### src/seq_pkg.sv
// Constants shared by the trigger sequencer, its testbench and its bus map.
// Assumes a 32-bit classic Wishbone slave with byte addresses on adr_i.
package seq_pkg;

  // ****************************************************************
  // Bus map
  // ****************************************************************
  localparam int unsigned ADR_W     = 8;
  localparam logic [7:0]  OFS_CST   = 8'h00;
  localparam logic [7:0]  OFS_CON   = 8'h04;
  localparam logic [7:0]  OFS_T0LIM = 8'h08;
  localparam logic [7:0]  OFS_T1LIM = 8'h0C;
  localparam logic [7:0]  OFS_SDLIM = 8'h10;
  localparam logic [7:0]  OFS_C0LIM = 8'h14;
  localparam logic [7:0]  OFS_C1LIM = 8'h18;
  localparam logic [7:0]  OFS_QUE   = 8'h20;

  // ****************************************************************
  // Control/status and configuration fields
  // ****************************************************************
  localparam int unsigned CST_EN   = 15;
  localparam int unsigned CST_SIDL = 13;
  localparam int unsigned CST_TOGL = 12;
  localparam int unsigned CST_SWT  = 10;
  localparam int unsigned CST_SSEN = 9;
  localparam int unsigned CST_IVIS = 8;
  localparam int unsigned CST_RUN  = 7;
  localparam int unsigned CST_WDTO = 6;
  localparam int unsigned CST_ITM  = 0;
  localparam int unsigned CON_CLK  = 13;
  localparam int unsigned CON_DIV  = 8;
  localparam int unsigned CON_PWD  = 4;
  localparam int unsigned CON_WDT  = 0;
  localparam logic [15:0] CON_MASK = 16'hFFF7;
  localparam logic [15:0] REG_RST  = 16'h0000;

  // ****************************************************************
  // Step commands: opcode in [7:4], option in [3:0]
  // ****************************************************************
  localparam logic [3:0] OP_CTRL  = 4'h0;
  localparam logic [3:0] OP_WHI   = 4'h1;
  localparam logic [3:0] OP_WLO   = 4'h2;
  localparam logic [3:0] OP_TRIG  = 4'h3;
  localparam logic [3:0] OP_IRQ   = 4'h4;
  localparam logic [3:0] OP_LOOP0 = 4'h5;
  localparam logic [3:0] OP_LOOP1 = 4'h6;
  localparam logic [3:0] OP_JUMP  = 4'h7;
  localparam logic [3:0] OPT_NOP  = 4'h0;
  localparam logic [3:0] OPT_T0   = 4'h1;
  localparam logic [3:0] OPT_T1   = 4'h2;
  localparam logic [3:0] OPT_SWT  = 4'h3;
  localparam logic [3:0] OPT_SD   = 4'h4;

  // ****************************************************************
  // Sizes and timing
  // ****************************************************************
  localparam int unsigned NUM_IN   = 16;
  localparam int unsigned NUM_OUT  = 16;
  localparam int unsigned NUM_SRC  = 5;
  localparam int unsigned NUM_IRQ  = 4;
  localparam logic [9:0]  WDOG_BASE = 10'h008;

  typedef enum logic [2:0] {S_IDLE, S_FETCH, S_EXEC, S_WAIT, S_DELAY, S_HOLD} seq_state_t;

endpackage

### src/trigger_sequencer.sv
// Peripheral trigger sequencer: step queue, timers, loop counters, watchdog.
// Assumes a classic Wishbone master on clk_i; trigger and clock-source
// inputs come from other domains and are synchronised here.
`timescale 1ns/1ps
import seq_pkg::*;

// Function
// RL1: Run 8-bit step commands from eight queue registers as the program.
// RL2: Steps wait for inputs, emit triggers, and wait for timers.
// RL3: Two 16-bit timers and two 16-bit loop counters.
// RL4: Accept trigger inputs from converter, modulator, capture, compare, comparator, interrupt.
// RL5: Drive trigger or sync outputs to peripherals including the watchdog.
// RL6: Input detection responds to rising or falling edges.
// RL7: Four configurable interrupts, per-step interrupt in single-step, watchdog interrupt.
// RL8: Own step watchdog, independent of the device watchdog.
// RL9: Control bit 15 enables the module.
// RL10: Control bit 13 stops the module while the device idles.
// RL11: Bit 12 makes trigger steps toggle outputs instead of pulsing.
// RL12: Writing one to bit 10 gives a software trigger; zero does nothing.
// RL13: Bit 9 selects single-step mode.
// RL14: Bit 8 makes limit registers read back live counter values.
// RL15: Bit 7 starts continuous step execution; clearing it stops.
// RL16: Bit 6 is set by hardware on watchdog time-out.
// RL17: Wait mode picks edge or level detection, with or without exit delay.
// RL18: Clock source select picks one of six clocks; two codes reserved.
// RL19: Prescaler divides the selected clock by value plus one.
// RL20: Trigger pulses last pulse-width value plus one module clocks.
// RL21: Watchdog limit disables or selects 8 to 512 module clocks.
// RL22: Disabling halts steps and clears pointer, timers and counters.
// RL23: Watchdog counts only during waits and restarts on each step.
module trigger_sequencer (
  input  wire logic                         clk_i,
  input  wire logic                         rst_i,
  input  wire logic                         cyc_i,
  input  wire logic                         stb_i,
  input  wire logic                         we_i,
  input  wire logic [seq_pkg::ADR_W-1:0]    adr_i,
  input  wire logic [3:0]                   sel_i,
  input  wire logic [31:0]                  dat_i,
  output logic      [31:0]                  dat_o,
  output logic                              ack_o,
  input  wire logic                         idle_i,
  input  wire logic [seq_pkg::NUM_IN-1:0]   trig_in_i,
  input  wire logic [seq_pkg::NUM_SRC-1:0]  clk_src_i,
  output logic      [seq_pkg::NUM_OUT-1:0]  trig_out_o,
  output logic      [seq_pkg::NUM_IRQ-1:0]  irq_o,
  output logic                              step_irq_o,
  output logic                              wdt_irq_o
);
  import seq_pkg::*;

  typedef struct packed {
    logic       en, sidl, togl, swt, ssen, ivis, run, wdto;
    logic [1:0] itm;
    logic [15:0] cfg, t0lim, t1lim, sdlim, c0lim, c1lim;
    logic [15:0] t0, t1, sd, c0, c1, pulse, tog, trig, prev_in;
    logic [4:0] prev_src, div_cnt;
    logic [9:0] wdt_cnt;
    logic [3:0] pw_cnt, irq;
    logic [2:0] ptr;
    seq_state_t state;
    logic       ack, qsel, step_irq, wdt_irq;
    logic [31:0] dat;
  } st_t;

  st_t s_reg;
  st_t s_next;

  logic [NUM_IN-1:0]  in_s;
  logic [NUM_SRC-1:0] src_s;
  logic [7:0]         qrd;
  logic [7:0]         qbus;
  logic [7:0]         aw;
  logic               qwr;

  // ****************************************************************
  // Input synchronisers and step queue
  // ****************************************************************
  seq_sync2 #(.W(NUM_IN)) u_sync_in (
    .clk_i (clk_i),
    .rst_i (rst_i),
    .d_i   (trig_in_i),   // RL4
    .q_o   (in_s)
  );

  seq_sync2 #(.W(NUM_SRC)) u_sync_src (
    .clk_i (clk_i),
    .rst_i (rst_i),
    .d_i   (clk_src_i),
    .q_o   (src_s)
  );

  assign aw  = {adr_i[ADR_W-1:2], 2'h0};
  assign qwr = cyc_i & stb_i & we_i & ~s_reg.ack & sel_i[0] & (aw[7:5] == OFS_QUE[7:5]);

  seq_queue_mem u_queue (
    .clk_i       (clk_i),
    .rst_i       (rst_i),
    .wr_en_i     (qwr),            // RL1
    .wr_addr_i   (adr_i[4:2]),
    .wr_data_i   (dat_i[7:0]),
    .rd_addr_a_i (s_reg.ptr),
    .rd_data_a_o (qrd),
    .rd_addr_b_i (adr_i[4:2]),
    .rd_data_b_o (qbus)
  );

  // Byte-lane merge for 16-bit registers
  function automatic logic [15:0] wmerge(input logic [15:0] old, input logic [31:0] d,
                                         input logic [3:0] be);
    wmerge = {be[1] ? d[15:8] : old[15:8], be[0] ? d[7:0] : old[7:0]};
  endfunction

  // ****************************************************************
  // Next-state logic
  // ****************************************************************
  logic        act, src_ev, tick, fin, jmp, done, wdto_set, req;
  logic [3:0]  op, opt;
  logic [4:0]  src_rise;
  logic [2:0]  csel;
  logic [9:0]  wlim;
  logic [15:0] cst, w;
  logic        inb, inp;

  always_comb begin
    s_next   = s_reg;
    act      = 1'b0;
    src_ev   = 1'b0;
    tick     = 1'b0;
    fin      = 1'b0;
    jmp      = 1'b0;
    done     = 1'b0;
    wdto_set = 1'b0;
    op       = qrd[7:4];
    opt      = qrd[3:0];
    inb      = in_s[opt];
    inp      = s_reg.prev_in[opt];
    src_rise = src_s & ~s_reg.prev_src;
    csel     = s_reg.cfg[CON_CLK +: 3];
    wlim     = WDOG_BASE << (s_reg.cfg[CON_WDT +: 3] - 3'h1);   // RL21
    cst      = {s_reg.en, 1'h0, s_reg.sidl, s_reg.togl, 1'h0, s_reg.swt, s_reg.ssen,
                s_reg.ivis, s_reg.run, s_reg.wdto, 4'h0, s_reg.itm};
    w        = 16'h0000;
    req      = cyc_i & stb_i & ~s_reg.ack;
    s_next.irq      = 4'h0;
    s_next.step_irq = 1'b0;
    s_next.wdt_irq  = 1'b0;
    s_next.prev_in  = in_s;
    s_next.prev_src = src_s;

    // Module clock: source select then prescaler, both as enables
    act = s_reg.en & ~(s_reg.sidl & idle_i);   // RL9 RL10
    if (csel == 3'h0) begin
      src_ev = 1'b1;   // RL18
    end else if (csel <= 3'h5) begin
      src_ev = src_rise[3'(csel - 3'h1)];   // RL18
    end
    if (act && src_ev) begin
      if (s_reg.div_cnt == s_reg.cfg[CON_DIV +: 5]) begin
        tick           = 1'b1;   // RL19
        s_next.div_cnt = 5'h00;
      end else begin
        s_next.div_cnt = s_reg.div_cnt + 5'h01;
      end
    end

    // Pulse width counts module clocks, shared by all pulsing outputs
    if (tick && s_reg.pulse != 16'h0000) begin
      if (s_reg.pw_cnt == s_reg.cfg[CON_PWD +: 4]) begin
        s_next.pulse = 16'h0000;   // RL20
      end else begin
        s_next.pw_cnt = s_reg.pw_cnt + 4'h1;
      end
    end

    // Step engine; frozen entirely while stopped in idle
    if (act) begin
      if (!s_reg.run) begin
        s_next.state = S_IDLE;   // RL15
      end else begin
        unique case (s_reg.state)
          S_IDLE: begin
            s_next.state = S_FETCH;   // RL15
          end
          S_FETCH: begin
            s_next.state = S_EXEC;
          end
          S_EXEC: begin
            unique case (op)
              OP_CTRL: begin
                if (opt == OPT_NOP) begin
                  fin = 1'b1;
                end else begin
                  s_next.state = S_WAIT;   // RL2
                  if (opt == OPT_T0) s_next.t0 = 16'h0000;
                  if (opt == OPT_T1) s_next.t1 = 16'h0000;
                  if (opt == OPT_SD) s_next.sd = 16'h0000;
                end
              end
              OP_WHI, OP_WLO: begin
                s_next.state = S_WAIT;   // RL2
              end
              OP_TRIG: begin
                if (s_reg.togl) begin
                  s_next.tog[opt] = ~s_reg.tog[opt];   // RL11
                end else begin
                  s_next.pulse[opt] = 1'b1;   // RL11
                  s_next.pw_cnt     = 4'h0;
                end
                fin = 1'b1;
              end
              OP_IRQ: begin
                s_next.irq[opt[1:0]] = 1'b1;   // RL7
                fin = 1'b1;
              end
              OP_LOOP0: begin
                fin = 1'b1;
                if (s_reg.c0 == s_reg.c0lim) begin
                  s_next.c0 = 16'h0000;   // RL3
                end else begin
                  s_next.c0 = s_reg.c0 + 16'h0001;
                  jmp = 1'b1;
                end
              end
              OP_LOOP1: begin
                fin = 1'b1;
                if (s_reg.c1 == s_reg.c1lim) begin
                  s_next.c1 = 16'h0000;   // RL3
                end else begin
                  s_next.c1 = s_reg.c1 + 16'h0001;
                  jmp = 1'b1;
                end
              end
              OP_JUMP: begin
                fin = 1'b1;
                jmp = 1'b1;
              end
              default: begin
                fin = 1'b1;   // Unassigned opcodes act as no-ops
              end
            endcase
          end
          S_WAIT: begin
            // Edge modes look at the last two samples, level modes at one
            if (op == OP_WHI) begin
              done = s_reg.itm[1] ? inb : (inb & ~inp);   // RL6 RL17
            end else if (op == OP_WLO) begin
              done = s_reg.itm[1] ? ~inb : (~inb & inp);   // RL6 RL17
            end else if (opt == OPT_T0) begin
              done = (s_reg.t0 == s_reg.t0lim);   // RL3
            end else if (opt == OPT_T1) begin
              done = (s_reg.t1 == s_reg.t1lim);   // RL3
            end else if (opt == OPT_SWT) begin
              done = s_reg.swt;   // RL12
              s_next.swt = 1'b0;
            end else begin
              done = (s_reg.sd == s_reg.sdlim);
            end
            if (done) begin
              if (op != OP_CTRL && !s_reg.itm[0]) begin
                s_next.sd    = 16'h0000;   // RL17
                s_next.state = S_DELAY;
              end else begin
                fin = 1'b1;
              end
            end else if (tick) begin
              if (op == OP_CTRL && opt == OPT_T0) s_next.t0 = s_reg.t0 + 16'h0001;
              if (op == OP_CTRL && opt == OPT_T1) s_next.t1 = s_reg.t1 + 16'h0001;
              if (op == OP_CTRL && opt == OPT_SD) s_next.sd = s_reg.sd + 16'h0001;
              s_next.wdt_cnt = s_reg.wdt_cnt + 10'h001;   // RL23
              if (s_reg.cfg[CON_WDT +: 3] != 3'h0 && s_reg.wdt_cnt == wlim - 10'h001) begin
                wdto_set = 1'b1;   // RL8 RL21
              end
            end
          end
          S_DELAY: begin
            if (s_reg.sd == s_reg.sdlim) begin
              fin = 1'b1;
            end else if (tick) begin
              s_next.sd = s_reg.sd + 16'h0001;
            end
          end
          S_HOLD: begin
            if (s_reg.swt) begin
              s_next.swt   = 1'b0;   // RL13
              s_next.state = S_FETCH;
            end
          end
        endcase
      end
    end

    // Step completion: advance, wrap after the last entry, restart watchdog
    if (fin) begin
      s_next.ptr      = jmp ? opt[2:0] : s_reg.ptr + 3'h1;   // RL1
      s_next.wdt_cnt  = 10'h000;   // RL23
      s_next.step_irq = s_reg.ssen;   // RL7 RL13
      s_next.state    = s_reg.ssen ? S_HOLD : S_FETCH;   // RL13
    end

    // ****************************************************************
    // Wishbone slave: one-cycle ack, unmapped reads zero
    // ****************************************************************
    s_next.ack  = req;
    s_next.qsel = req & ~we_i & (aw[7:5] == OFS_QUE[7:5]);
    if (req && !we_i) begin
      unique case (aw)
        OFS_CST:   s_next.dat = {16'h0000, cst};
        OFS_CON:   s_next.dat = {16'h0000, s_reg.cfg};
        OFS_T0LIM: s_next.dat = {16'h0000, s_reg.ivis ? s_reg.t0 : s_reg.t0lim};   // RL14
        OFS_T1LIM: s_next.dat = {16'h0000, s_reg.ivis ? s_reg.t1 : s_reg.t1lim};   // RL14
        OFS_SDLIM: s_next.dat = {16'h0000, s_reg.ivis ? s_reg.sd : s_reg.sdlim};   // RL14
        OFS_C0LIM: s_next.dat = {16'h0000, s_reg.ivis ? s_reg.c0 : s_reg.c0lim};   // RL14
        OFS_C1LIM: s_next.dat = {16'h0000, s_reg.ivis ? s_reg.c1 : s_reg.c1lim};   // RL14
        default:   s_next.dat = 32'h0000_0000;
      endcase
    end
    if (req && we_i) begin
      unique case (aw)
        OFS_CST: begin
          w = wmerge(cst, dat_i, sel_i);
          s_next.en   = w[CST_EN];   // RL9
          s_next.sidl = w[CST_SIDL];
          s_next.togl = w[CST_TOGL];
          s_next.ssen = w[CST_SSEN];
          s_next.ivis = w[CST_IVIS];
          s_next.run  = w[CST_RUN];   // RL15
          s_next.itm  = w[CST_ITM +: 2];
          if (sel_i[1] && dat_i[CST_SWT]) s_next.swt = 1'b1;   // RL12
          if (sel_i[0] && !dat_i[CST_WDTO]) s_next.wdto = 1'b0;
        end
        OFS_CON:   s_next.cfg   = wmerge(s_reg.cfg, dat_i, sel_i) & CON_MASK;
        OFS_T0LIM: s_next.t0lim = wmerge(s_reg.t0lim, dat_i, sel_i);
        OFS_T1LIM: s_next.t1lim = wmerge(s_reg.t1lim, dat_i, sel_i);
        OFS_SDLIM: s_next.sdlim = wmerge(s_reg.sdlim, dat_i, sel_i);
        OFS_C0LIM: s_next.c0lim = wmerge(s_reg.c0lim, dat_i, sel_i);
        OFS_C1LIM: s_next.c1lim = wmerge(s_reg.c1lim, dat_i, sel_i);
        default: begin
        end
      endcase
    end

    // Time-out wins over a same-cycle software clear and halts the run
    if (wdto_set) begin
      s_next.wdto    = 1'b1;   // RL16
      s_next.wdt_irq = 1'b1;   // RL7
      s_next.run     = 1'b0;
      s_next.state   = S_IDLE;
      s_next.wdt_cnt = 10'h000;
    end

    // Disabled module returns to its initial sequencing state
    if (!s_next.en) begin
      s_next.state   = S_IDLE;   // RL22
      s_next.ptr     = 3'h0;
      s_next.t0      = 16'h0000;
      s_next.t1      = 16'h0000;
      s_next.sd      = 16'h0000;
      s_next.c0      = 16'h0000;
      s_next.c1      = 16'h0000;
      s_next.pulse   = 16'h0000;
      s_next.tog     = 16'h0000;
      s_next.wdt_cnt = 10'h000;
      s_next.div_cnt = 5'h00;
    end
    s_next.trig = s_next.tog | s_next.pulse;   // RL5
  end

  // State register
  always_ff @(posedge clk_i) begin
    if (rst_i) begin
      s_reg <= '0;
    end else begin
      s_reg <= s_next;
    end
  end

  // Outputs straight from the state register; queue reads take dat_o from the queue port b register
  assign dat_o      = s_reg.qsel ? {24'h000000, qbus} : s_reg.dat;
  assign ack_o      = s_reg.ack;
  assign trig_out_o = s_reg.trig;
  assign irq_o      = s_reg.irq;
  assign step_irq_o = s_reg.step_irq;
  assign wdt_irq_o  = s_reg.wdt_irq;
endmodule

### src/seq_sync2.sv
// Two-flop synchroniser for a bundle of unrelated level inputs.
// Assumes each bit changes slowly compared with clk_i; no bus coherence.
`timescale 1ns/1ps
module seq_sync2 #(
  parameter int unsigned W = 1
) (
  input  wire logic         clk_i,
  input  wire logic         rst_i,
  input  wire logic [W-1:0] d_i,
  output logic      [W-1:0] q_o
);
  typedef struct packed {
    logic [W-1:0] meta;
    logic [W-1:0] sync;
  } sync_st_t;

  sync_st_t s_reg;
  sync_st_t s_next;

  // First stage feeds only the second stage
  always_comb begin
    s_next      = s_reg;
    s_next.meta = d_i;
    s_next.sync = s_reg.meta;
  end

  // State register
  always_ff @(posedge clk_i) begin
    if (rst_i) begin
      s_reg <= '0;
    end else begin
      s_reg <= s_next;
    end
  end

  assign q_o = s_reg.sync;
endmodule

### src/seq_queue_mem.sv
// Eight-entry step queue, one write port and two registered read ports.
// Port a serves the sequencer, port b serves bus read-back.
`timescale 1ns/1ps
module seq_queue_mem (
  input  wire logic       clk_i,
  input  wire logic       rst_i,
  input  wire logic       wr_en_i,
  input  wire logic [2:0] wr_addr_i,
  input  wire logic [7:0] wr_data_i,
  input  wire logic [2:0] rd_addr_a_i,
  output logic      [7:0] rd_data_a_o,
  input  wire logic [2:0] rd_addr_b_i,
  output logic      [7:0] rd_data_b_o
);
  typedef struct packed {
    logic [7:0][7:0] mem;
    logic [7:0]      rda;
    logic [7:0]      rdb;
  } mem_st_t;

  mem_st_t s_reg;
  mem_st_t s_next;

  // Read before write: a same-cycle write shows one cycle later
  always_comb begin
    s_next     = s_reg;
    s_next.rda = s_reg.mem[rd_addr_a_i];
    s_next.rdb = s_reg.mem[rd_addr_b_i];
    if (wr_en_i) begin
      s_next.mem[wr_addr_i] = wr_data_i;
    end
  end

  // State register
  always_ff @(posedge clk_i) begin
    if (rst_i) begin
      s_reg <= '0;
    end else begin
      s_reg <= s_next;
    end
  end

  assign rd_data_a_o = s_reg.rda;
  assign rd_data_b_o = s_reg.rdb;
endmodule

### config.mk
export PLATFORM = sky130hd
export DESIGN_NAME = trigger_sequencer
export DESIGN_NICKNAME = d
export VERILOG_FILES = /design/src/seq_pkg.sv /design/src/trigger_sequencer.sv /design/src/seq_sync2.sv /design/src/seq_queue_mem.sv
export SDC_FILE = /design/constraint.sdc
export NUM_CORES = 1
export LEC_CHECK = 0
export ABC_AREA = 1
export BUFFER_PORTS_ARGS = -buffer_cell sky130_fd_sc_hd__buf_2
export CELL_PAD_IN_SITES_DETAIL_PLACEMENT = 0
export CELL_PAD_IN_SITES_GLOBAL_PLACEMENT = 1
export CORE_ASPECT_RATIO = 1.5
export CORE_MARGIN = 2
export CORE_UTILIZATION = 48
export CTS_CLUSTER_DIAMETER = 80
export DETAILED_ROUTE_END_ITERATION = 6
export PLACE_DENSITY_LB_ADDON = 0.1
export SYNTH_ARGS = -nofsm -noshare
export SYNTH_HDL_FRONTEND = slang
export SYNTH_SLANG_ARGS = --single-unit
export TNS_END_PERCENT = 20
### constraint.sdc
create_clock -name clk_i -period 6.6 [get_ports clk_i]
set_clock_uncertainty 0.05 [all_clocks]
set_input_delay 0.99 -clock clk_i [delete_from_list [all_inputs] [get_ports clk_i]]
set_output_delay 0.99 -clock clk_i [all_outputs]
set_load 0.005 [all_outputs]
==> key figures <==
Status
  • Status: finished clean

Worst setup path
  • Crit. End Element: flip-flop
  • Worst setup SP type: input pin
  • Crit path required time: about 7 ns
  • Crit path DAT: between 4 and 5 ns
  • Worst path slowest cell: nand2_1
  • Crit path max-delay family: simple AND/OR/NAND/NOR gates
  • CP Cell Sequence: buf_2, nand2_1, nor2_1, nand2_1, clkinv_1, nand2_1, o21ai_0, a221oi_1, nor2_1, o31ai_1, a21oi_1
  • CP peak stage delay: about 0.58 ns
  • Critical path class: input pin to flip-flop
  • Crit path buf inv count: 2
  • CP max FO: 14
  • CP most frequent cell: nand2_1

Global route
  • Vias in the first global route: ~19000
  • Pin count of the biggest net entering global routing: roughly 100
  • Global route total overflow: 0
  • Global-route wire length before repair: roughly 110000 um
  • Initial antenna violation count: 1
  • GRT Total Usage: 0.312

Clock network
  • H-tree depth reported by CTS: 2
  • CTS sink cnt: 425
  • Clk buf depth: 3
  • Clock slew at reported path FFs: about 0.060 ns
  • Post-CTS Resized: 0
  • Post-CTS Setup Repair Bufs: 0
  • Clk Latency, worst-skew pair: 0.57 ns
  • Cts bufs inserted: 45
  • CTS Root Cell: clkbuf_16
  • Hold buffer count at cts: 0
  • TritonCTS clock tree: yes

Detailed routing
  • Total iterations of the first detailed-routing run: 6
  • Routed wire length: just over 70000 um
  • Vias post-DR: 20500
  • DRC errors left: 0
  • Initial DRC Count: approximately 1700
  • Post-DRT Antenna Nets: 0
  • Post-DR wirelength/cell: around 20 um
  • Vias per Instance: ~5.5

Cells and area
  • Nets: roughly 3200
  • Non-Filler Instances: 3715
  • Area grow syn2layout: 9.37%
  • Final core occ: 0.531
  • Multi-input gate area: 0.0106 mm^2
  • FILL cells: 4494
  • Layout cells sized above 1: 0.0829
  • Largest register FFs: between 200 and 300
  • Register Area: approximately 0.0085 mm^2

Die
  • Placeable Area: roughly 0.044 mm^2
  • Initial Util: 0.485
  • # IOs: 126
  • Die Ht: 262 um
  • Row cnt: 94
  • DIE AREA: between 0.04 and 0.05 mm^2
  • Die extent in x: 176 um

Timing
  • Final setup fails: 0
  • Setup TNS: 0 ns
  • Final hold vios: 0
  • RSZ-0062 raised after global routing: no
  • Post-layout min period: 3.74 ns
  • Final period util: 0.567
  • Max-slew headroom: 0.248
  • Fin Hold WS: about 0.35 ns
  • Slew Viols, Final: 0
  • Fmax: around 0.27 GHz
  • Worst Tran Pin Value: 1.12 ns

Yosys
  • Mean area per synthesized cell: 6.87 um^2
  • Sequential share of the synthesized area: 0.400
  • Seq cells post-synth: 425
  • Yosys warns: 0
  • Count of different cell masters after synthesis: 63
  • Cell Area, Synth: approximately 0.021 mm^2
  • Synth async-reset ratio: 0
  • Post-synth EDFFs: 0
  • Post-Synthesis Cells: 3099
  • Top_reg_cell synth: dfxtp_1

Min path
  • Hold Crit Class: flip-flop to flip-flop

Pwr
  • Power Density: between 200 and 250 mW/mm^2
  • Final Power: ~5.3 mW
  • Leak: ~8.9 nW
  • Maximum VDD drop: 0.222 mV

Place
  • Post-Place Cells: ~3600
  • Post-DP HPWL: between 50000 and 60000 um
  • Number of port buffers: 89
  • GP Congestion: 0.992

Job
  • Max Cap Viol: 0
-- final cells by class --
type	count	area share
Inverter	386	0.0623
Multi-Input combinational cell	2142	0.455
Tap cell	576	0.0310
Clock inverter	15	0.00704
Antenna cell	1	0.000108
Clock buffer	62	0.0533
Sequential cell	425	0.366
Timing Repair Buffer	108	0.0254
-- logic make-up after synthesis --
| kind of cell | share of synthesized area |
|---|---|
| AO/OA/AOI/OAI | 0.185 |
| XOR/XNOR | 0.0395 |
| adder cells (fa/ha/maj) | 0.00764 |
| buffers and inverters | 0.105 |
| flip-flops | 0.400 |
| multiplexers | 0.00370 |
| other | 0.000176 |
| AND/OR/NAND/NOR | 0.259 |
-- power by group --
group | leakage [nW] | total (mW) | internal (mW) | switching (mW)
Clock | 0.692 | 2.51 | 1.43 | 1.08
Combinational | 4.78 | 0.151 | 0.0352 | 0.116
Sequential | 3.43 | 2.59 | 2.58 | 0.00606
-- Yosys cell counts (8+ instances only) --
| cell type | number | area share |
|---|---|---|
| nand2_2 | 13 | 0.0038 |
| nand3_1 | 66 | 0.016 |
| clkinv_1 | 14 | 0.0025 |
| nor3b_1 | 8 | 0.0028 |
| buf_4 | 40 | 0.014 |
| nor4_1 | 18 | 0.0053 |
| o22ai_1 | 35 | 0.010 |
| dfxtp_1 | 425 | 0.40 |
| or2_2 | 9 | 0.0026 |
| xor2_1 | 58 | 0.024 |
| nand2_1 | 542 | 0.096 |
| nand4_1 | 38 | 0.011 |
| o21ai_0 | 311 | 0.073 |
| o2111ai_1 | 11 | 0.0045 |
| a21oi_1 | 244 | 0.057 |
| a211oi_1 | 12 | 0.0042 |
| xnor2_1 | 38 | 0.016 |
| ha_1 | 13 | 0.0076 |
| inv_1 | 357 | 0.063 |
| nor2_1 | 517 | 0.091 |
| nor3_1 | 56 | 0.013 |
| a22oi_1 | 15 | 0.0053 |
| inv_2 | 15 | 0.0026 |
| a311oi_1 | 9 | 0.0037 |
| a221oi_1 | 28 | 0.012 |
| clkbuf_1 | 108 | 0.019 |
-- layer usage --
layer / vias to the layer above / wire length, um / global-route usage
li1: 10100 / - / -
met1: 9561 / 28100 / 0.356
met2: 652 / 36200 / 0.562
met3: 224 / 3840 / 0.0411
met4: 0 / 4600 / 0.177
met5: - / 0 / 0
-- placed cells by master (no fill, tap or decap), drive strengths merged, types with 4 or more instances in the layout --
| master | count |
|---|---|
| nor4 | 20 |
| inv | 374 |
| conb | 16 |
| a21oi | 246 |
| o22ai | 35 |
| nor3b | 9 |
| mux2 | 7 |
| nand4 | 39 |
| a221oi | 28 |
| nand3 | 70 |
| dfxtp | 425 |
| xnor2 | 38 |
| or2 | 9 |
| a31oi | 5 |
| a22oi | 15 |
| clkinv | 23 |
| a311oi | 9 |
| and3 | 5 |
| xor2 | 58 |
| ha | 13 |
| o221ai | 4 |
| a2111oi | 5 |
| a211oi | 13 |
| nand2 | 559 |
| o21ai | 319 |
| nor3 | 63 |
| buf | 108 |
| nor2 | 530 |
| clkbuf | 62 |
| o2111ai | 11 |
-- metrics by stage --
stage | area (um^2) | setup WS [ns]
CTS | 23300 | 2.92
global route | 23300 | 2.65
floorplan | 21300 | 3.81
global placement | 21900 | 2.39
finish | 23300 | 2.86
detailed placement | 21900 | 2.38
-- worst min-delay path, cell delays in order (launching register included) --
cell and delay, ns:
dfxtp_1 0.30, inv_1 0.04, nor2_1 0.03
-- worst paths after layout --
check	from	slack, ns	to	cells past startpoint
max	adr_i[2]	2.86	s_reg[10]	11
min	u_sync_in.s_next[4]	0.35	u_sync_in.q_o[4]	2
max reg2reg	csel[0]	2.89	s_reg[186]	17
min reg2reg	u_sync_in.s_next[4]	0.35	u_sync_in.q_o[4]	2
No activity file was read; power rests on OpenSTA's default activity.
